--- src/verilog/esc_pkg.sv ---
// Purpose: Constants for the emulation suspend control block
// Assumes: 32-bit configuration bus, byte addressed, one word per register
// Notes:   Behaviour list below
//
// Behaviour
// Control register at 0x00070, run-free bit 0, granularity bit 1, reset 0
// Reserved control bits read zero, writes to them ignored
// Run-free set: halts ignored, granularity bit has no effect
// Run-free clear: halt suspends per granularity select
// Granularity 0: halt at MAP pass end or before last transmit; MAP wins
// Granularity 0: MAP processing in progress finishes before suspension
// Granularity 0 with request held: pause after each MAP pass
// Bus transfer and pending CPU/DMA requests complete before halt
// Active receive or transmit event is serviced before suspension
// While halted no new CPU/DMA events; ongoing accesses may finish
// On release resume from halt and run until next halt
// Granularity 1: finish ongoing frame and its requests, then pause
// Granularity 1: new frame sync held during request; start next on release
// Top state 14: request ignored until state 0 reached
// States 0 or 1: acknowledge only when no DMA transfers active
// State 1 with acknowledge: memory access sets no error, no interrupt
// Realtime suspend input ignored; control bit 2 reserved
// In emulation mode internal memories may be read and written
// Status bit 10 shows halted by debug
// Request is a held level; acknowledge drops after request drops
package esc_pkg;
  localparam logic [19:0] ESC_CTRL_OFFSET  = 20'h00070;
  localparam int          ESC_RUN_FREE_POS = 0;
  localparam int          ESC_GRAN_POS     = 1;
  localparam logic [1:0]  ESC_CTRL_RESET   = 2'h0;
  localparam int          ESC_HALTED_POS   = 10;
  localparam logic [3:0]  ESC_STATE_IDLE   = 4'h0;
  localparam logic [3:0]  ESC_STATE_ONE    = 4'h1;
  localparam logic [3:0]  ESC_STATE_LAST   = 4'he;

  typedef enum logic [3:0] {
    ESC_RUN    = 4'b0001,
    ESC_DRAIN  = 4'b0010,
    ESC_WAIT   = 4'b0100,
    ESC_HALTED = 4'b1000
  } esc_state_t;
endpackage : esc_pkg

--- src/verilog/esc_ctrl_reg.sv ---
// Purpose: Debug halt control register on the configuration bus
// Assumes: Single-cycle writes and reads, read data registered
// Notes:   Only two bits are stored
`timescale 1ns/1ps
`default_nettype none
module esc_ctrl_reg
  import esc_pkg::*;
(
  input  wire logic        sys_clk_i,
  input  wire logic        rst_b_i,
  input  wire logic        cfg_sel_i,
  input  wire logic        cfg_wr_i,
  input  wire logic [19:0] cfg_addr_i,
  input  wire logic [31:0] cfg_wdata_i,
  output logic      [31:0] cfg_rdata_o,
  output logic             run_free_o,
  output logic             gran_sel_o
);
  logic [1:0] ctrl;
  wire        hit = cfg_sel_i && (cfg_addr_i == ESC_CTRL_OFFSET);
  // Bit 2 is deliberately not stored: no realtime select exists
  wire [1:0]  next_ctrl = {cfg_wdata_i[ESC_GRAN_POS],
                           cfg_wdata_i[ESC_RUN_FREE_POS]};
  always_ff @(posedge sys_clk_i or negedge rst_b_i) begin
    if (!rst_b_i) begin
      ctrl <= ESC_CTRL_RESET;
    end else if (hit && cfg_wr_i) begin
      ctrl <= next_ctrl;
    end
  end
  always_ff @(posedge sys_clk_i or negedge rst_b_i) begin
    if (!rst_b_i) begin
      cfg_rdata_o <= 32'h0;
    end else if (hit && !cfg_wr_i) begin
      cfg_rdata_o <= {30'h0, ctrl};
    end else begin
      cfg_rdata_o <= 32'h0;
    end
  end
  assign run_free_o = ctrl[ESC_RUN_FREE_POS];
  assign gran_sel_o = ctrl[ESC_GRAN_POS];
endmodule : esc_ctrl_reg
`default_nettype wire

--- src/verilog/esc_sync.sv ---
// Purpose: Three-stage synchroniser with agreement filter
// Assumes: Input is a slow level
// Notes:   Output changes when stages two and three agree
`timescale 1ns/1ps
`default_nettype none
module esc_sync (
  input  wire logic sys_clk_i,
  input  wire logic rst_b_i,
  input  wire logic async_i,
  output logic      level_o
);
  logic s1;
  logic s2;
  logic s3;
  always_ff @(posedge sys_clk_i or negedge rst_b_i) begin
    if (!rst_b_i) begin
      s1 <= 1'b0;
      s2 <= 1'b0;
      s3 <= 1'b0;
      level_o <= 1'b0;
    end else begin
      s1 <= async_i;
      s2 <= s1;
      s3 <= s2;
      if (s2 == s3) begin
        level_o <= s3;
      end
    end
  end
endmodule : esc_sync
`default_nettype wire

--- src/verilog/esc_top.sv ---
// Purpose: Emulation suspend control for the decoder coprocessor
// Assumes: Decoder core reports state, MAP pass and frame boundaries
// Notes:   Suspend request arrives from another domain and is synchronised
`timescale 1ns/1ps
`default_nettype none
module esc_top
  import esc_pkg::*;
(
  input  wire logic        sys_clk_i,
  input  wire logic        rst_b_i,
  // Configuration bus
  input  wire logic        cfg_sel_i,
  input  wire logic        cfg_wr_i,
  input  wire logic [19:0] cfg_addr_i,
  input  wire logic [31:0] cfg_wdata_i,
  output logic      [31:0] cfg_rdata_o,
  // Debug logic
  input  wire logic        emu_suspend_i,
  input  wire logic        realtime_suspend_request_i,
  output logic             emu_ack_o,
  // Decoder core status
  input  wire logic [3:0]  top_state_i,
  input  wire logic        map_busy_i,
  input  wire logic        map_done_i,
  input  wire logic        frame_busy_i,
  input  wire logic        last_xmit_pending_i,
  input  wire logic        bus_busy_i,
  input  wire logic        dma_active_i,
  input  wire logic        req_pending_i,
  input  wire logic        receive_dma_event_i,
  input  wire logic        transmit_event_i,
  input  wire logic        frame_sync_i,
  input  wire logic        mem_err_i,
  input  wire logic        dec_int_i,
  // Gated outputs to the core and system
  output logic             core_pause_o,
  output logic             receive_dma_event_o,
  output logic             transmit_dma_event_o,
  output logic             frame_sync_o,
  output logic             mem_err_o,
  output logic             dec_int_o,
  output logic             mem_access_en_o,
  output logic             halted_by_debug_o,
  output logic [31:0]      status_halt_o
);
  // ======================================================
  // Register and request input
  // ======================================================
  logic run_free;
  logic gran_sel;
  logic susp_req;

  esc_ctrl_reg i_esc_ctrl_reg (
    .sys_clk_i   (sys_clk_i),
    .rst_b_i     (rst_b_i),
    .cfg_sel_i   (cfg_sel_i),
    .cfg_wr_i    (cfg_wr_i),
    .cfg_addr_i  (cfg_addr_i),
    .cfg_wdata_i (cfg_wdata_i),
    .cfg_rdata_o (cfg_rdata_o),
    .run_free_o  (run_free),
    .gran_sel_o  (gran_sel)
  );

  esc_sync i_esc_sync (
    .sys_clk_i (sys_clk_i),
    .rst_b_i   (rst_b_i),
    .async_i   (emu_suspend_i),
    .level_o   (susp_req)
  );

  // Realtime suspend has no function here
  wire unused_rt = realtime_suspend_request_i;

  // ======================================================
  // Suspend decision
  // ======================================================
  esc_state_t state;
  esc_state_t next_state;

  // Run-free masks the request entirely
  wire halt_req   = susp_req && !run_free;
  wire in_last    = (top_state_i == ESC_STATE_LAST);
  wire in_quiet   = (top_state_i == ESC_STATE_IDLE) ||
                    (top_state_i == ESC_STATE_ONE);
  wire traffic    = bus_busy_i || req_pending_i ||
                    receive_dma_event_i || transmit_event_i;
  // MAP pass end beats the pre-last-transmit point
  wire map_point  = !map_busy_i && map_done_i;
  wire xmit_point = last_xmit_pending_i && !map_busy_i;
  wire soft_point = map_point || xmit_point;
  wire frame_point = !frame_busy_i && !last_xmit_pending_i;
  wire stop_point = gran_sel ? frame_point : soft_point;
  wire may_ack    = in_quiet && !dma_active_i && !traffic;

  always_comb begin
    next_state = state;
    case (state)
      ESC_RUN: begin
        if (halt_req && !in_last) begin
          next_state = ESC_DRAIN;
        end
      end
      ESC_DRAIN: begin
        if (!halt_req) begin
          next_state = ESC_RUN;
        end else if (stop_point && !in_last) begin
          next_state = ESC_WAIT;
        end
      end
      ESC_WAIT: begin
        if (!halt_req) begin
          next_state = ESC_RUN;
        end else if (may_ack) begin
          next_state = ESC_HALTED;
        end
      end
      ESC_HALTED: begin
        if (!halt_req) begin
          next_state = ESC_RUN;
        end
      end
      default: begin
        next_state = ESC_RUN;
      end
    endcase
  end

  always_ff @(posedge sys_clk_i or negedge rst_b_i) begin
    if (!rst_b_i) begin
      state <= ESC_RUN;
    end else begin
      state <= next_state;
    end
  end

  // ======================================================
  // Gating of events and outputs
  // ======================================================
  wire halted   = (state == ESC_HALTED);
  // Pause holds the core from the stop point onward
  wire pausing  = (state == ESC_WAIT) || halted;
  // Events are blocked only once halted so drains can complete
  wire hold_evt = halted;
  wire hold_sync = halt_req && gran_sel &&
                   (state != ESC_RUN);
  wire quiet_mem = halted && (top_state_i == ESC_STATE_ONE);

  always_ff @(posedge sys_clk_i or negedge rst_b_i) begin
    if (!rst_b_i) begin
      emu_ack_o            <= 1'b0;
      core_pause_o         <= 1'b0;
      receive_dma_event_o  <= 1'b0;
      transmit_dma_event_o <= 1'b0;
      frame_sync_o         <= 1'b0;
      mem_err_o            <= 1'b0;
      dec_int_o            <= 1'b0;
      mem_access_en_o      <= 1'b0;
      halted_by_debug_o    <= 1'b0;
    end else begin
      emu_ack_o            <= (next_state == ESC_HALTED);
      core_pause_o         <= pausing;
      receive_dma_event_o  <= receive_dma_event_i && !hold_evt;
      transmit_dma_event_o <= transmit_event_i && !hold_evt;
      frame_sync_o         <= frame_sync_i && !hold_sync;
      mem_err_o            <= mem_err_i && !quiet_mem;
      dec_int_o            <= dec_int_i && !quiet_mem;
      mem_access_en_o      <= halted;
      halted_by_debug_o    <= halted;
    end
  end

  assign status_halt_o = {21'h0, halted_by_debug_o, 10'h0};
endmodule : esc_top
`default_nettype wire
--- config.mk ---
export PLATFORM = sky130hd
export DESIGN_NAME = esc_top
export DESIGN_NICKNAME = d
export VERILOG_FILES = /design/src/verilog/esc_pkg.sv /design/src/verilog/esc_ctrl_reg.sv /design/src/verilog/esc_sync.sv /design/src/verilog/esc_top.sv
export SDC_FILE = /design/constraint.sdc
export NUM_CORES = 1
export LEC_CHECK = 0
export ABC_AREA = 1
export BUFFER_PORTS_ARGS = -buffer_cell sky130_fd_sc_hd__buf_2
export CAP_MARGIN = 20
export CELL_PAD_IN_SITES_DETAIL_PLACEMENT = 2
export CELL_PAD_IN_SITES_GLOBAL_PLACEMENT = 2
export CORE_AREA = 2 2 108 99
export CTS_CLUSTER_SIZE = 25
export DETAILED_ROUTE_END_ITERATION = 8
export DIE_AREA = 0 0 110 101
export GPL_TIMING_DRIVEN = 0
export PLACE_DENSITY_LB_ADDON = 0.1
export RECOVER_POWER = 25
export SKIP_LAST_GASP = 1
export SLEW_MARGIN = 20
export SYNTH_ARGS = -nofsm -noshare
export SYNTH_HDL_FRONTEND = slang
export SYNTH_HIERARCHICAL = 1
export SYNTH_SLANG_ARGS = --single-unit
--- constraint.sdc ---
create_clock -name sys_clk_i -period 1 [get_ports sys_clk_i]
set_input_delay 0.1 -clock sys_clk_i [delete_from_list [all_inputs] [get_ports sys_clk_i]]
set_output_delay 0.1 -clock sys_clk_i [all_outputs]
set_load 0.01 [all_outputs]
[Word-level counts from Yosys, hierarchy flattened]
Cells that the tools add are included.
Cells by class
  eq/ne operators: 10
  muxes and demuxes: 9
  reduce and logical (&&, ||, !) cells: 37
Operator list (number)
  4-bit 2-to-1 mux: 6
  20-bit by 7-bit == test with 1-bit output (second input constant): 1
  1-bit logical AND: 19
  4-bit case mux with 4 select lines: 1
  4-bit == test (second input constant): 3
  1-bit zero test: 11
  4-bit by 1-bit == test with 1-bit output (second input constant): 2
  1-bit logical OR: 6
  4-bit by 2-bit == test with 1-bit output (second input constant): 1
  4-bit by 3-bit == test with 1-bit output (second input constant): 1
  4-bit zero test: 1
  4-bit by 1-bit != test with 1-bit output (second input constant): 1
  2-bit 2-to-1 mux: 1
  1-bit == test: 1
  1-bit 2-to-1 mux: 1
Word-level totals
  register bits: 50
  logic and storage cells: 71

[Depth between registers and ports, before layout]
  word-level depth: 9
  mapped depth: 8
  gate-level depth less buffers: 8

[Modules after synthesis]
The synthesis kept the hierarchy.
Modules (own cells, without submodules)
  esc_top: instances 1, cells an instance 105, area each 864.6 µm², sequential area each 301.5 µm²
  esc_ctrl_reg: instances 1, cells an instance 71, area each 481.7 µm², sequential area each 100.1 µm²
  esc_sync: instances 1, cells an instance 8, area each 116.4 µm², sequential area each 100.1 µm²

[Worst setup path after synthesis]
Ideal clock, no wire load.
  path kind: register to register
  start point: reg state[0]
  end point: reg state[0]
  arrival time: 964 ps
  required time: 916 ps
  path slack: -48 ps
  stages on the path, launching flop included: 6
  buffers on the path: 0
  period minus slack after synthesis: 1048 ps
  path through: dfstp_2 > inv_1 > nor3_2 > nor2_1 > nand2_1 > nand3_1
Between the ends
  longest elaborated chain between the ends: 3
  elaborated cells on any way between the ends: 11
  those cells by class: 4 x eq/ne; 7 x mux
Ends and longest elaborated chain
  start: declaration: RTL line esc_top.sv:78  | esc_state_t state;
  start signal: assignment: RTL line esc_top.sv:133  | state <= next_state;
  4-bit 2-to-1 mux (on tied branches): RTL line esc_top.sv:114, esc_top.sv:107
  4-bit 2-to-1 mux (on tied branches): RTL line esc_top.sv:112, esc_top.sv:105
  4-bit case mux with 4 select lines *: RTL line esc_top.sv:98  | case (state)
  via next_state[0]: RTL line esc_top.sv:79  | esc_state_t next_state;
The timed path passes the listed nets; every way through them passes the cells marked *.
A chain may end at the register's enable or synchronous reset.

[Worst setup path after layout]
Ends and elaborated chain as after synthesis.

==> metrics <==
Unique masters post-synth 24; die height 101 um; relative slew slack between 60% and 70%; Mapped Cells around 180; Final Util 23.2%; Critical path origin state[0]$_DFF_PN1_; Synth Register Bits 20; CP Data Arrival Time 1.31 ns; drt total wl about 4000 um; Worst Reg2Reg Path Length in Cells 5; TritonCTS Buffers 3; r2r setup slk -0.12 ns; global-route wire length before repair between 6000 and 7000 um; dpl hpwl 3390 um; CTS clk-pin slew, worst paths roughly 0.08 ns; maximum vdd drop just over 0.0004 V; Hold Path Class input pin to flip-flop; TritonCTS clock tree yes; CP Launch Type flip-flop; number of synthesized flops with an enable pin 0; failing checks negative setup slack; htree depth 1; Post-synth ARST share 100%; Tcrit/Tclk final 112%; FF/Latch Area 504 um^2; CTS root buffer clkbuf_8; GPL Wtd Cong around 0.66; FF-to-FF End state[0]$_DFF_PN1_; RSZ-0062 raised after global routing yes; Syn Area/Cell between 7 and 8 um^2; Antenna Nets Post-Route 0; cell row count 35; Worst path slowest cell dfstp_2; crit end category flip-flop; Mapped Area roughly 1500 um^2; Setup Viol. Count Final 13; Max Clk Rate approximately 0.9 GHz; nets between 300 and 400; routed vias about 1,400; Clock Tree Buf Depth 2; initial antenna violation count 0; Die Width ~110 um; Max stage delay on crit path between 0.5 and 0.6 ns; worst-margin pin slew 0.509 ns; area delta synth->final 59.3%; DRT Pass-1 Iters 2; initial drt markers 15; worst endpoint required time roughly 1.2 ns; area occupied by multi-input gates ~660 um^2; share of cells above drive strength 1 approximately 50%; ys flop type dfrtp_1; power density over the cells a little over 900 nW/um^2; CTS Sinks 20; placed instance area about 2100 um^2; critical path class flip-flop to flip-flop; sequential area share after synthesis approximately 34%; vias in the first global route about 1,400; gr ovfl total 0; Skew-Pair Late Insertion Delay 0.26 ns; Ys Warns 6; final hold vios 0; Max Cap Violations 0; Worst Skew between 0.0015 and 0.002 ns; vias per inst 3.14; pin count of the biggest net entering global routing 21; Filler cells 1,206; Initial Utilization ~15%; Max Fanout on Critical Path 4; Final Max Slew Viols 0; GR Util All Layers under 10%; core area around 10,000 um^2; worst reg2reg path startpoint state[0]$_DFF_PN1_; Antenna Cells 0; leakage 1.37 nW; quantity of I/O buffers inserted on ports 54; DRC viols 0; Ports approximately 150; crit-path cells inv_2 > nor3_4 > nor2_1 > nand2_1 > nand3_1; final setup margin -0.120 ns; post-layout min period 1.12 ns; wire length per cell roughly 9.0 um; Worst Setup EP state[0]$_DFF_PN1_; status finished, violations left; design area about 2300 um^2; Die ar. about 11,000 um^2
worst min-delay path by stage:
stage / start / end / slack (ns) / cells past startpoint
3_5_place_dp: rst_b_i / i_esc_ctrl_reg/cfg_rdata_o[0]$_DFF_PN0_ / 0.09 / 1
3_3_place_gp: rst_b_i / i_esc_sync/s2$_DFF_PN0_ / 0.09 / 1
5_1_grt: mem_err_i / mem_err_o$_DFF_PN0_ / 0.06 / 3
6_report: mem_err_i / mem_err_o$_DFF_PN0_ / 0.04 / 3
4_1_cts: mem_err_i / mem_err_o$_DFF_PN0_ / 0.03 / 3
2_1_floorplan: rst_b_i / core_pause_o$_DFF_PN0_ / -0.20 / 0
placed cells by master, fill, tap and decap left out:
cell / Yosys / routed
nor3b_4: 0 / 1
a21oi_1: 3 / 1
buf_4: 63 / 70
inv_2: 1 / 4
buf_6: 0 / 5
dfstp_2: 1 / 1
nand3_4: 1 / 1
dlygate4sd3_1: 0 / 2
nand2_2: 1 / 4
conb_1: 2 / 61
nand2_1: 26 / 23
nor2_2: 2 / 3
buf_2: 0 / 51
nand3_1: 6 / 6
nand4_1: 5 / 5
inv_1: 21 / 18
dfrtp_1: 19 / 17
or2_2: 1 / 1
nor2_8: 1 / 1
nor2_1: 23 / 21
nor3_4: 0 / 1
nand3_2: 1 / 1
dfrtp_2: 0 / 2
nor2_4: 1 / 2
nand2_4: 1 / 1
nand3b_1: 1 / 1
o21a_1: 1 / 1
a21oi_2: 0 / 2
nor3_1: 1 / 1
clkbuf_2: 0 / 1
clkbuf_8: 0 / 4
flip-flops by register name (all words and copies together) (netlist names):
signal and count:
core_pause_o 1, dec_int_o 1, emu_ack_o 1, frame_sync_o 1
halted_by_debug_o 1, i_esc_ctrl_reg/cfg_rdata_o 2, i_esc_ctrl_reg/ctrl 2, i_esc_sync/level_o 1
i_esc_sync/s1 1, i_esc_sync/s2 1, i_esc_sync/s3 1, mem_err_o 1
receive_dma_event_o 1, state 4, transmit_dma_event_o 1
through the flow:
stage | power, mW | worst slack, ns | std cells | setup TNS (ns) | hold WS, ns
6_report | 2.15 | -0.120 | 442 | -0.716 | 0.0401
5_1_grt | 2.29 | -0.189 | 442 | -1.63 | 0.0582
4_1_cts | 2.16 | -0.116 | 434 | -0.722 | 0.0345
3_5_place_dp | 1.47 | -0.163 | 426 | -0.860 | 0.0873
3_3_place_gp | 1.46 | -0.191 | 426 | -0.804 | 0.0883
2_1_floorplan | 1.31 | -0.0147 | 243 | -0.0147 | -0.196
Yosys cell counts, types with 2 or more instances:
cell | count | area share, %
a21oi_1 | 3 | 1.0
buf_4 | 63 | 32
conb_1 | 2 | 0.51
dfrtp_1 | 19 | 33
inv_1 | 21 | 5.4
nand2_1 | 26 | 6.7
nand3_1 | 6 | 2.1
nand4_1 | 5 | 2.1
nor2_1 | 23 | 5.9
nor2_2 | 2 | 0.86
metal layers:
layer	vias up	wire [um]	track usage [%]
li1	690	-	-
met1	638	1510	8.48
met2	54	2040	11.9
met3	6	360	2.20
met4	0	55	2.63
met5	-	0	0
what timing repair did:
action	4_1_cts	5_1_grt
endpoints found under the setup margin	12	12
resized for setup	10	10
pin swaps	4	4
hold endpoints to repair	20	0
setup buffers	2	8
hold buffers	2	0
critical path, delay by kind of cell (launching register included):
family	cells	cell delay [ns]
flip-flops	1	0.57
AND/OR/NAND/NOR	4	0.43
buffers and inverters	1	0.06
kinds of logic (layout without fill, tap and decap cells):
| group | count (synthesis) | after routing | share of synthesized area, % |
|---|---|---|---|
| simple gates | 73 | 73 | 25.7 |
| buf+inv | 85 | 155 | 38.0 |
| compound gates | 4 | 4 | 1.54 |
| other cells | 2 | 61 | 0.513 |
| flops | 20 | 20 | 34.3 |
report_power, final:
part           total [mW]  internal, mW  leakage [nW]  switching (mW)
sequential          0.886         0.855         0.251          0.0316
combinational       0.633         0.315          1.09           0.318
clock               0.634         0.351        0.0288           0.283
total                2.15          1.52          1.37           0.633
layout make-up:
type | instances | area share, %
clock buffers | 4 | 2.36
repair buffers | 66 | 16.4
plain buffers | 63 | 20.6
multi-input cells | 138 | 28.5
well taps | 129 | 6.93
flip-flops and latches | 20 | 21.6
inverters | 22 | 3.54
No activity file was read; power rests on OpenSTA's default activity.
